## src/hw/dpdio_pkg.sv

```systemverilog
// constants for the dual port digital io and trigger block
package dpdio_pkg;
    // register byte offsets
    localparam logic [7:0] OFS_CTRL   = 8'h00;
    localparam logic [7:0] OFS_TRIG   = 8'h04;
    localparam logic [7:0] OFS_DOUT_A = 8'h08;
    localparam logic [7:0] OFS_DOUT_B = 8'h0c;
    localparam logic [7:0] OFS_DIN_A  = 8'h10;
    localparam logic [7:0] OFS_DIN_B  = 8'h14;
    localparam logic [7:0] OFS_ISTAT  = 8'h18;
    localparam logic [7:0] OFS_IMASK  = 8'h1c;
    localparam logic [7:0] OFS_PMASK  = 8'h20;
    localparam logic [7:0] OFS_STAT   = 8'h24;
    localparam logic [7:0] OFS_STRM   = 8'h28;
    localparam logic [7:0] OFS_GEN    = 8'h40;  // period, high: 8 bytes per channel
    localparam logic [7:0] OFS_MEAS   = 8'h60;  // period, high: 8 bytes per channel
    // ctrl fields
    localparam int CB_STREAM = 0;
    localparam int CB_FIN    = 1;
    localparam int CB_FOUT   = 2;
    localparam int CB_TERM_A = 3;
    localparam int CB_TERM_B = 4;
    localparam int CB_LVL5V  = 5;
    localparam int CB_CLKO   = 6;
    localparam int CB_DIR_A  = 7;
    localparam int CB_DIR_B  = 8;
    localparam int CTRL_W    = 9;
    localparam logic [8:0] CTRL_RST = 9'h000;
    // trig fields: start source [4:0], start edge [6:5], stop source [12:8], stop edge [14:13]
    localparam int TB_START_SRC = 0;
    localparam int TB_START_EDG = 5;
    localparam int TB_STOP_SRC  = 8;
    localparam int TB_STOP_EDG  = 13;
    localparam logic [14:0] TRIG_RST = 15'h0000;
    localparam logic [4:0] SRC_TRIG1 = 5'h10;
    localparam logic [4:0] SRC_TRIG2 = 5'h11;
    // interrupt status bits
    localparam int IB_PAT   = 0;
    localparam int IB_START = 1;
    localparam int IB_STOP  = 2;
    localparam int IB_MEAS  = 3;
    localparam int IRQ_W    = 4;
    localparam logic [31:0] GEN_RST = 32'h0000_0000;
    localparam int NCH = 4;
    typedef enum logic [1:0]
    {
        EDGE_NONE = 2'b00,
        EDGE_RISE = 2'b01,
        EDGE_FALL = 2'b10,
        EDGE_ANY  = 2'b11
    } dpdio_edge_e;
    typedef enum logic [1:0]
    {
        ST_IDLE  = 2'b00,
        ST_ARMED = 2'b01,
        ST_RUN   = 2'b10
    } dpdio_state_e;
endpackage

```

## src/hw/dpdio_top.sv

```systemverilog
// dual port digital io with stream triggers, frequency counter and pulse generator
//
// The implementer's own choices: the placing of the registers and the APB slave port.
`timescale 1ns/1ps
module dpdio_top
(
    // clock and reset
    input  wire logic        mclk_in,
    input  wire logic        nrst_in,
    // apb slave
    input  wire logic        psel_in,
    input  wire logic        penable_in,
    input  wire logic        pwrite_in,
    input  wire logic [7:0]  paddr_in,
    input  wire logic [31:0] pwdata_in,
    output logic      [31:0] prdata_out,
    output logic             pready_out,
    output logic             pslverr_out,
    // digital ports
    input  wire logic [15:0] porta_in,
    output logic      [15:0] porta_out,
    output logic      [15:0] porta_oe_out,
    input  wire logic [15:0] portb_in,
    output logic      [15:0] portb_out,
    output logic      [15:0] portb_oe_out,
    // triggers
    input  wire logic        trigger_input_first_in,
    input  wire logic        trigger_input_second_in,
    // board controls
    output logic             data_valid_out,
    output logic             term_a_out,
    output logic             term_b_out,
    output logic             level_5v_out,
    output logic             sysclk_en_out,
    output logic             irq_out
);
    import dpdio_pkg::*;
    ////////////////////////////////////////////////////////////////////////////
    logic [CTRL_W-1:0] ctrl_r;
    logic [14:0]       trig_r;
    logic [15:0]       douta_r, doutb_r, pmask_r, pat_prev_r;
    logic [IRQ_W-1:0]  istat_r, imask_r;
    logic [17:0]       src_prev_r;
    logic              sample_ok_r;
    logic [31:0]       gper_r [NCH], ghi_r [NCH], mper_r [NCH], mhi_r [NCH];
    logic [NCH-1:0]    mdone, pulse;
    dpdio_state_e      state_r, state_nxt;

    // bus decode: a write lands only at the completing access edge
    wire        acc     = psel_in & penable_in & pready_out;
    wire        wr      = acc & pwrite_in;
    wire        setup   = psel_in & ~penable_in;
    wire        stream  = ctrl_r[CB_STREAM];
    wire        fin     = ctrl_r[CB_FIN];
    wire        fout    = ctrl_r[CB_FOUT];
    wire        chan_hit = paddr_in >= OFS_GEN && paddr_in < OFS_MEAS + 8'h20;
    wire [1:0]  chan    = paddr_in[4:3];
    wire        is_gen  = paddr_in < OFS_MEAS;

    ////////////////////////////////////////////////////////////////////////////
    // trigger sources: port A bits, then the two dedicated inputs
    wire [17:0] srcs = {trigger_input_second_in, trigger_input_first_in, porta_in};

    function automatic logic hit(input logic [17:0] now, input logic [17:0] was,
                                 input logic [4:0] sel, input logic [1:0] edg);
        logic n;
        logic p;
        n = (sel <= SRC_TRIG2) ? now[sel] : 1'b0;
        p = (sel <= SRC_TRIG2) ? was[sel] : 1'b0;
        case (edg)
            EDGE_RISE: hit = n & ~p;
            EDGE_FALL: hit = ~n & p;
            EDGE_ANY:  hit = n ^ p;
            default:   hit = 1'b0;
        endcase
    endfunction

    // triggers act only in stream mode; single mode is software driven
    wire start_ev = stream & hit(srcs, src_prev_r, trig_r[TB_START_SRC+:5],
                                 trig_r[TB_START_EDG+:2]);
    wire stop_ev  = stream & hit(srcs, src_prev_r, trig_r[TB_STOP_SRC+:5],
                                 trig_r[TB_STOP_EDG+:2]);
    wire sw_go    = wr && paddr_in == OFS_STRM && pwdata_in[0];
    wire sw_halt  = wr && paddr_in == OFS_STRM && pwdata_in[1];
    wire no_start = trig_r[TB_START_EDG+:2] == EDGE_NONE;

    // stream sequencer: software arms, trigger or software starts, trigger or software stops
    always_comb
    begin
        state_nxt = state_r;
        case (state_r)
            ST_IDLE:  if (sw_go && stream) state_nxt = no_start ? ST_RUN : ST_ARMED;
            ST_ARMED: if (start_ev) state_nxt = ST_RUN;
            ST_RUN:   if (stop_ev) state_nxt = ST_IDLE;
            default:  state_nxt = ST_IDLE;
        endcase
        if (sw_halt || !stream)
            state_nxt = ST_IDLE;
    end

    wire running = state_r == ST_RUN;

    ////////////////////////////////////////////////////////////////////////////
    // pattern change on the monitored port A bits; upper bits lost in counter mode
    wire [15:0] din_a   = fin ? {12'h000, porta_in[3:0]} : porta_in;
    wire        pat_chg = |((din_a ^ pat_prev_r) & pmask_r);
    wire [IRQ_W-1:0] ev = {|mdone, state_r == ST_RUN && state_nxt == ST_IDLE,
                           state_r != ST_RUN && state_nxt == ST_RUN, pat_chg};
    wire [IRQ_W-1:0] w1c = (wr && paddr_in == OFS_ISTAT) ? pwdata_in[IRQ_W-1:0]
                                                         : {IRQ_W{1'b0}};

    ////////////////////////////////////////////////////////////////////////////
    // pin drive: frequency modes override, then stream, then software direction
    wire [15:0] a_oe_nxt = (stream | fin) ? 16'h0000 : {16{ctrl_r[CB_DIR_A]}};
    wire [15:0] b_oe_nxt = (stream | fout) ? 16'hffff : {16{ctrl_r[CB_DIR_B]}};
    wire [15:0] b_nxt    = fout ? {12'h000, pulse} : doutb_r;

    // read mux
    logic [31:0] rdata;
    logic        rerr;
    always_comb
    begin
        rdata = 32'h0000_0000;
        rerr  = 1'b0;
        if (paddr_in == OFS_CTRL)
            rdata = {23'h00_0000, ctrl_r};
        else if (paddr_in == OFS_TRIG)
            rdata = {17'h0_0000, trig_r};
        else if (paddr_in == OFS_DOUT_A)
            rdata = {16'h0000, douta_r};
        else if (paddr_in == OFS_DOUT_B)
            rdata = {16'h0000, doutb_r};
        else if (paddr_in == OFS_DIN_A)
            rdata = {16'h0000, din_a};
        else if (paddr_in == OFS_DIN_B)
            rdata = {16'h0000, fout ? 16'h0000 : portb_in};
        else if (paddr_in == OFS_ISTAT)
            rdata = {28'h000_0000, istat_r};
        else if (paddr_in == OFS_IMASK)
            rdata = {28'h000_0000, imask_r};
        else if (paddr_in == OFS_PMASK)
            rdata = {16'h0000, pmask_r};
        else if (paddr_in == OFS_STAT)
            rdata = {29'h0000_0000, sample_ok_r, state_r};
        else if (paddr_in == OFS_STRM)
            rdata = 32'h0000_0000;
        else if (chan_hit && is_gen)
            rdata = paddr_in[2] ? ghi_r[chan] : gper_r[chan];
        else if (chan_hit)
            rdata = paddr_in[2] ? mhi_r[chan] : mper_r[chan];
        else
            rerr = 1'b1;
    end

    ////////////////////////////////////////////////////////////////////////////
    // apb answer: one wait-free access phase, data captured during setup
    always_ff @(posedge mclk_in or negedge nrst_in)
    begin
        if (!nrst_in)
        begin
            prdata_out  <= 32'h0000_0000;
            pready_out  <= 1'b0;
            pslverr_out <= 1'b0;
        end
        else
        begin
            prdata_out  <= setup ? rdata : prdata_out;
            pready_out  <= setup;
            pslverr_out <= setup & rerr;
        end
    end

    // control registers; reset leaves every port an input
    always_ff @(posedge mclk_in or negedge nrst_in)
    begin
        if (!nrst_in)
        begin
            ctrl_r  <= CTRL_RST;
            trig_r  <= TRIG_RST;
            douta_r <= 16'h0000;
            doutb_r <= 16'h0000;
            imask_r <= {IRQ_W{1'b0}};
            pmask_r <= 16'h0000;
        end
        else if (wr)
        begin
            if (paddr_in == OFS_CTRL)
                ctrl_r <= pwdata_in[CTRL_W-1:0];
            if (paddr_in == OFS_TRIG && state_r == ST_IDLE)
                trig_r <= pwdata_in[14:0];
            if (paddr_in == OFS_DOUT_A)
                douta_r <= pwdata_in[15:0];
            if (paddr_in == OFS_DOUT_B)
                doutb_r <= pwdata_in[15:0];
            if (paddr_in == OFS_IMASK)
                imask_r <= pwdata_in[IRQ_W-1:0];
            if (paddr_in == OFS_PMASK)
                pmask_r <= pwdata_in[15:0];
        end
    end

    // state, history and sticky status; a new event beats its clear
    always_ff @(posedge mclk_in or negedge nrst_in)
    begin
        if (!nrst_in)
        begin
            state_r     <= ST_IDLE;
            src_prev_r  <= 18'h0_0000;
            pat_prev_r  <= 16'h0000;
            istat_r     <= {IRQ_W{1'b0}};
            sample_ok_r <= 1'b0;
        end
        else
        begin
            state_r     <= state_nxt;
            src_prev_r  <= srcs;
            pat_prev_r  <= din_a;
            istat_r     <= (istat_r & ~w1c) | ev;
            // a sample is valid once written during a run
            sample_ok_r <= running & (sample_ok_r | (wr && paddr_in == OFS_DOUT_B));
        end
    end

    // registered pins
    always_ff @(posedge mclk_in or negedge nrst_in)
    begin
        if (!nrst_in)
        begin
            porta_out      <= 16'h0000;
            porta_oe_out   <= 16'h0000;
            portb_out      <= 16'h0000;
            portb_oe_out   <= 16'h0000;
            data_valid_out <= 1'b0;
            term_a_out     <= 1'b0;
            term_b_out     <= 1'b0;
            level_5v_out   <= 1'b0;
            sysclk_en_out  <= 1'b0;
            irq_out        <= 1'b0;
        end
        else
        begin
            porta_out      <= douta_r;
            porta_oe_out   <= a_oe_nxt;
            portb_out      <= b_nxt;
            portb_oe_out   <= b_oe_nxt;
            data_valid_out <= stream & sample_ok_r & running;
            term_a_out     <= ctrl_r[CB_TERM_A];
            term_b_out     <= ctrl_r[CB_TERM_B];
            level_5v_out   <= ctrl_r[CB_LVL5V];
            sysclk_en_out  <= ctrl_r[CB_CLKO];
            irq_out        <= |((istat_r | ev) & imask_r);
        end
    end

    ////////////////////////////////////////////////////////////////////////////
    // per channel counter and generator; one clock is one tick, so inputs
    // faster than half the clock rate alias
    genvar g;
    generate
        for (g = 0; g < NCH; g++)
        begin : g_ch
            logic [31:0] mcnt_r, mh_r, gcnt_r;
            logic        seen_r, prev_r, out_r;
            wire         rise = porta_in[g] & ~prev_r;
            wire         fall = ~porta_in[g] & prev_r;
            wire         gwr  = wr && chan_hit && is_gen && chan == 2'(g);
            wire         gend = gcnt_r + 32'h0000_0001 >= gper_r[g];
            assign mdone[g] = fin & rise & seen_r;
            assign pulse[g] = out_r;

            // measurement, rise to rise, high time latched at the fall
            always_ff @(posedge mclk_in or negedge nrst_in)
            begin
                if (!nrst_in)
                begin
                    mcnt_r  <= 32'h0000_0000;
                    mh_r    <= 32'h0000_0000;
                    seen_r  <= 1'b0;
                    prev_r  <= 1'b0;
                    mper_r[g] <= 32'h0000_0000;
                    mhi_r[g]  <= 32'h0000_0000;
                end
                else
                begin
                    prev_r <= porta_in[g];
                    if (!fin)
                        seen_r <= 1'b0;
                    else if (rise)
                    begin
                        seen_r <= 1'b1;
                        mcnt_r <= 32'h0000_0001;
                        if (seen_r)
                        begin
                            mper_r[g] <= mcnt_r;
                            mhi_r[g]  <= mh_r;
                        end
                    end
                    else
                    begin
                        mcnt_r <= mcnt_r + 32'h0000_0001;
                        if (fall)
                            mh_r <= mcnt_r;
                    end
                end
            end

            // generator: high for the programmed ticks, then low to period end
            always_ff @(posedge mclk_in or negedge nrst_in)
            begin
                if (!nrst_in)
                begin
                    gcnt_r   <= 32'h0000_0000;
                    out_r    <= 1'b0;
                    gper_r[g] <= GEN_RST;
                    ghi_r[g]  <= GEN_RST;
                end
                else
                begin
                    if (gwr && !paddr_in[2])
                        gper_r[g] <= pwdata_in;
                    if (gwr && paddr_in[2])
                        ghi_r[g] <= pwdata_in;
                    gcnt_r <= (!fout || gend) ? 32'h0000_0000 : gcnt_r + 32'h0000_0001;
                    out_r  <= fout && (gend ? ghi_r[g] != 32'h0000_0000
                                            : gcnt_r + 32'h0000_0001 < ghi_r[g]);
                end
            end
        end
    endgenerate
endmodule

```

## config.mk

```make
export PLATFORM = sky130hd
export DESIGN_NAME = dpdio_top
export DESIGN_NICKNAME = d
export VERILOG_FILES = /design/src/hw/dpdio_pkg.sv /design/src/hw/dpdio_top.sv
export SDC_FILE = /design/constraint.sdc
export NUM_CORES = 2
export LEC_CHECK = 0
export ABC_AREA = 1
export BUFFER_PORTS_ARGS = -buffer_cell sky130_fd_sc_hd__buf_2
export CORE_UTILIZATION = 40
export CTS_CLUSTER_DIAMETER = 80
export DETAILED_ROUTE_END_ITERATION = 8
export PLACE_DENSITY = 0.56
export SLEW_MARGIN = 20
export SYNTH_ARGS = -nofsm -noshare
export SYNTH_HDL_FRONTEND = slang
export SYNTH_SLANG_ARGS = --single-unit
```

## constraint.sdc

```tcl
create_clock -name mclk_in -period 4.4 [get_ports mclk_in]
set_input_delay 0.88 -clock mclk_in [delete_from_list [all_inputs] [get_ports mclk_in]]
set_output_delay 0.88 -clock mclk_in [all_outputs]
set_load 0.01 [all_outputs]
```

* Word-level counts from Yosys, hierarchy flattened *
Cells that the tools add are included.

storage, ports and cells
  register bits after elaboration = 1129
  input port bits = 79
  output and inout port bits = 104

operators by class
  $add $sub $neg = 8
  order comparisons = 16
  equal/unequal tests = 27
  muxes and demuxes = 86
  bitwise logic cells = 60
  reductions and logical operators = 63

operators with widths
  kind                                                                           number
  32-bit 2-to-1 mux                                                              31
  32-bit by 1-bit adder with 32-bit output (second input constant)               8
  32-bit binary-select mux with 2-bit select                                     4
  32-bit >= comparator                                                           4
  32-bit less-than comparator                                                    4
  32-bit nonzero test                                                            4
  16-bit 2-to-1 mux                                                              5
  1-bit 2-to-1 mux                                                               33
  8-bit by 5-bit equality test with 1-bit output (second input constant)         4
  1-bit AND                                                                      30
  1-bit logical AND                                                              29
  8-bit by 6-bit equality test with 1-bit output (second input constant)         3
  3-bit AND reduction                                                            8
  1-bit binary-select mux with 5-bit select                                      4
  1-bit inverter                                                                 17
  16-bit AND                                                                     1
  2-bit equality test (second input constant)                                    8
  8-bit by 4-bit equality test with 1-bit output (second input constant)         2
  16-bit OR reduction                                                            1
  16-bit XOR                                                                     1
  5-bit by 6-bit less-than comparator with 1-bit output (second input constant)  2
  2-bit AND reduction                                                            6
  5-bit <= comparator (second input constant)                                    2
  2-bit 2-to-1 mux                                                               5
  22 further kinds                                                               44

* Depth between registers and ports, before layout *
  word-level depth = 18
  depth in mapped cells = 27

* Worst setup path after synthesis *
Ideal clock, no wire load.

  kind = reg-to-reg
  start point = register g_ch[0].gcnt_r[0]
  end point = register g_ch[0].gcnt_r[27]
  arrival time = 3368 ps
  data required time = 4268 ps
  slack = 900 ps
  cell stages (with the launch flop) = 25
  clock period less this slack = 3500 ps
  cells stage by stage = dfrtp_1 ha_1 nand2_1 inv_2 nand2_1 nor2_1 nand4_1 nor2_1 nand3b_1 nor2_2 nand3b_1 nor3_1 xor2_1 inv_1 ha_1 nand2_1 nor2_1 nand2_1 nor4_1 nand4_1 nand3_1 nor2_1 inv_1 clkbuf_1 nor2_1

between the ends
  longest elaborated chain between the ends = 4

RTL lines
  item                                          RTL line                            source
  start, declared                               dpdio_top.sv:262                    logic [31:0] mcnt_r, mh_r, gcnt_r;
  start signal, assigned                        dpdio_top.sv:323                    gcnt_r <= (!fout || gend) ? 32'h0000_0000 : gcnt_r + 32'h0000_0001;
  32-bit by 1-bit adder with 32-bit output (*)  dpdio_top.sv:267, dpdio_top.sv:323
  32-bit >= comparator                          dpdio_top.sv:267                    wire gend = gcnt_r + 32'h0000_0001 >= gper_r[g];
  1-bit logical OR                              dpdio_top.sv:323
  32-bit 2-to-1 mux (*)                         dpdio_top.sv:323

Every way passes the cells marked *; elsewhere a longest branch is shown, timed or not.
A chain may end at the register's enable or synchronous reset.

* Worst setup path after layout *
  start point = register g_ch[0].gcnt_r[1]
  end point = register g_ch[0].gcnt_r[5]

Same word-level chain as after synthesis.

==> summary.md <==
| Metric | Value |
|---|---|
| Final core occ | `45.71%` |
| Hold Fails Final Rpt | `0` |
| Sequential area share after synthesis | `48.31%` |
| Peak supply drop | `around 0.31 mV` |
| Chip height | `377.9 um` |
| Pin count of the biggest net entering global routing | `between 90 and 100` |
| Hold Path Class | `primary input to async pin` |
| Multi-input logic area | `around 25000 um2` |
| Leak pwr | `31.37 nW` |
| Core Region | `around 140000 um2` |
| Crit Path Class | `flop to flop` |
| CP Max Fanout | `21` |
| Vias per inst | `5.388` |
| Number of buffers created by CTS | `119` |
| Average size of a mapped cell | `8.128 um2` |
| Clk_lat worst skew | `0.76 ns` |
| CP max-delay cell | `dfrtp_1` |
| CTS root buffer | `clkbuf_16` |
| Final setup fails | `0` |
| Port Buffers | `~180` |
| GRT overflow | `0` |
| Switch Pwr | `5.998 mW` |
| Max cap viols | `0` |
| Gate power share | `8.8%` |
| Period utilization | `89.50%` |
| Synth Register Bits | `~1.1k` |
| Sequential Power Share | `between 40 and 50%` |
| Setup crit end kind | `flop` |
| Worst-Margin Slew | `1.029 ns` |
| Synth cell types | `66` |
| Global-route wire length before repair | `293700 um` |
| Final ANT Viol Nets | `0` |
| Crit path max-delay family | `simple AND/OR/NAND/NOR gates` |
| Htree depth | `3` |
| CTS Sinks | `~1.1k` |
| Ys async rst share | `100.0%` |
| Routability cong. | `0.9713` |
| Mapped Area | `roughly 57000 um2` |
| Final Skew | `0.02619 ns` |
| Prevailing post-synth register cell | `dfrtp_1` |
| Post-synth EDFFs | `0` |
| Cells after synthesis | `slightly below 7k` |
| Dpl hpwl | `between 100000 and 150000 um` |
| Slowest cell delay on critical path | `0.36 ns` |
| Fmax achieved | `0.2540 GHz` |
| Clock tree buffer depth | `3` |
| Cell with the most instances on the worst path | `nor2_1` |
| Setup slack after layout | `0.4622 ns` |
| Worst setup SP type | `flop` |
| All-Layer GR Usage | `27.18%` |
| Vias in the first global route | `approximately 47k` |
| Synth warn | `0` |
| Pre-CTS setup slack | `0.3541 ns` |
| IO Count | `183` |
| CTS tree | `done` |
| Register area | `approximately 27000 um2` |
| Power Total | `23.13 mW` |
| Post CTS Setup Buffer Count | `0` |
| Data required time of the worst path | `around 5.0 ns` |
| Final net count | `between 7k and 8k` |
| Routed wire length per instance | `21.52 um` |
| Critical-path cell list | `ha_1, nand2_1, inv_2, nand2_1, nor2_1, nand4_1, nor2_1, nand3b_1, nor2_2, nand3b_1, nor3_1, xor2_1, inv_1, ha_1, nand2_1, nor2_1, nand2_1, nor4_2, nand4_1, nand3_1, nor2_1, inv_1, buf_6, nor2_1` |
| Die Footprint | `142800 um2` |
| Clock Power Share | `46.2%` |
| Initial Utilization | `roughly two fifths` |
| Fill cells | `roughly 14k` |
| Vias | `between 40k and 50k` |
| Reg clk slew, reported paths | `around 0.060 ns` |
| Row cnt | `137` |
| Minimum clock period | `3.938 ns` |
| DR DRC count | `0` |
| Buf/Inv on CP | `4` |
| Final wirelength | `194800 um` |
| Drt pass-1 iters | `6` |
| Area grow syn2layout | `13.14%` |
| Syn_nets | `7303` |
| Max Slew Vio Count | `0` |
| Share of cells above drive strength 1 | `8.948%` |
| Die X | `377.9 um` |
| Pwr per Cell Area | `361.8 nW/um2` |
| WP data arrival | `roughly 4.6 ns` |
| Status | `complete, no violations` |
| Rel. slew slack | `30.76%` |
| Int Pwr | `between 15 and 20 mW` |
| Initial antenna violation count | `5` |
| Sw Share | `25.93%` |
| Drt initial violations | `4673` |
-- logic make-up after synthesis --
kind of cell,Yosys count,share of synthesized area [%]
DFF,1091,48.31
and+or+nand+nor,2811,21.12
muxes,2,0.03985
AOI/OAI and AO/OA,1445,14.24
buffers and inverters,1209,8.359
adders and majority gates,272,6.023
xor gates and xnor gates,122,1.904
-- metrics by stage --
stage / hold WS (ns) / instance area [um2] / instances / TNS [ns]
final: 0.1254 / 63930 / 9053 / 0
after global routing: 0.1534 / 63930 / 9051 / -0.002639
after CTS: 0.1770 / 63890 / 9051 / 0
after floorplan: 0.3693 / 56510 / 6952 / 0
after detailed placement: 0.3934 / 59730 / 8830 / 0
after global placement: 0.3974 / 59730 / 8830 / 0
-- cells in the mapped netlist (13+ instances only) --
library cell  number  area share (%)
nor4_1            37            0.41
or2_2             15            0.17
inv_2             13           0.086
buf_1             17            0.11
dfrtp_1         1091              48
a21oi_1          275             2.4
o22ai_1          128             1.4
xor2_1           110             1.7
buf_2             55            0.49
nand3_1          208             1.8
a221oi_1          20            0.31
nand2_1         1756              12
nand4_1          159             1.8
a22oi_1           48            0.64
o2111ai_1         21            0.33
nor2_1           425             2.8
o21ai_1           57            0.50
nor2_2            20            0.22
nor3_1           123             1.1
ha_1             272             6.0
inv_1            869             5.8
clkbuf_1         221             1.5
o21ai_0          756             6.7
buf_4             31            0.41
o31ai_1           15            0.20
o211ai_1          60            0.80
-- flip-flops by register name, indices dropped and copies added, names as in the netlist, 32 cells and up --
signal / count
g_ch.gcnt_r: 128
g_ch.mcnt_r: 128
g_ch.mh_r: 128
ghi_r: 128
gper_r: 128
mhi_r: 128
mper_r: 128
prdata_out: 32
-- worst paths after layout --
kind,start,endpoint,slack (ns),cells past startpoint
worst max-delay path,g_ch[0].gcnt_r[1],g_ch[0].gcnt_r[5],0.46,24
worst min-delay path,nrst_in,portb_out[7],0.13,1
worst max register to register,g_ch[0].gcnt_r[1],g_ch[0].gcnt_r[5],0.46,24
worst min register to register,douta_r[15],porta_out[15],0.42,0
max in group asynchronous,nrst_in,g_ch[0].mh_r[25],3.01,2
min in group mclk_in,porta_in[13],src_prev_r[13],0.23,1
-- area by class of cell --
cell class | instances | share of cell area, %
flip-flops and latches | 1091 | 42.71
diodes | 2 | 0.007828
clock inverters | 51 | 1.092
repair buffers | 326 | 3.446
multi-input cells | 4652 | 38.46
well taps | 1876 | 3.671
inverters | 885 | 5.198
clock buffers | 170 | 5.413
-- cell usage in the layout (no fill, tap or decap), drive strengths merged, types with 7 or more instances in the layout --
cell type  count
nand2       1765
dfrtp       1091
inv          885
o21ai        813
nor2         453
buf          326
a21oi        278
ha           272
nand3        217
clkbuf       170
nand4        161
nor3         132
o22ai        128
xor2         110
o211ai        60
a22oi         48
nor4          39
clkinv        31
or2           24
o2111ai       21
a221oi        20
o31ai         15
bufinv        15
a31oi         12
xnor2         12
o311ai         8
o221ai         7
o32ai          7
a32oi          7
-- power groups by stage --
stage / registers (mW) / clock network [mW] / logic [mW]
floorplan: 10.6 / 0 / 1.07
global placement: 10.6 / 0 / 2.00
detailed placement: 10.6 / 0 / 2.01
CTS: 10.4 / 10.9 / 2.02
global route: 10.4 / 11.3 / 2.23
finish: 10.4 / 10.7 / 2.03
-- worst register-to-register path, cell delays in order, from the launching register on --
cell and delay [ns]:
dfrtp_1 0.36, ha_1 0.17, nand2_1 0.08, inv_2 0.07
nand2_1 0.05, nor2_1 0.12, nand4_1 0.15, nor2_1 0.17
nand3b_1 0.16, nor2_2 0.19, nand3b_1 0.14, nor3_1 0.23
xor2_1 0.23, inv_1 0.10, ha_1 0.29, nand2_1 0.06
nor2_1 0.18, nand2_1 0.13, nor4_2 0.19, nand4_1 0.13
nand3_1 0.16, nor2_1 0.06, inv_1 0.12, buf_6 0.20
nor2_1 0.07
-- layer usage --
metal	vias up	track usage [%]	wire (um)
met5	-	0	11
met4	2	8.174	6021
met3	303	4.689	13800
met2	1648	42.50	87420
met1	23740	38.35	87530
li1	23090	-	-
-- repair_timing --
item,in CTS,in global routing
resized for setup,0,5
setup endpoints to repair,0,95
endpoints found under the hold margin,0,0
hold buffers,0,0
(Power assumes the default switching activity.)
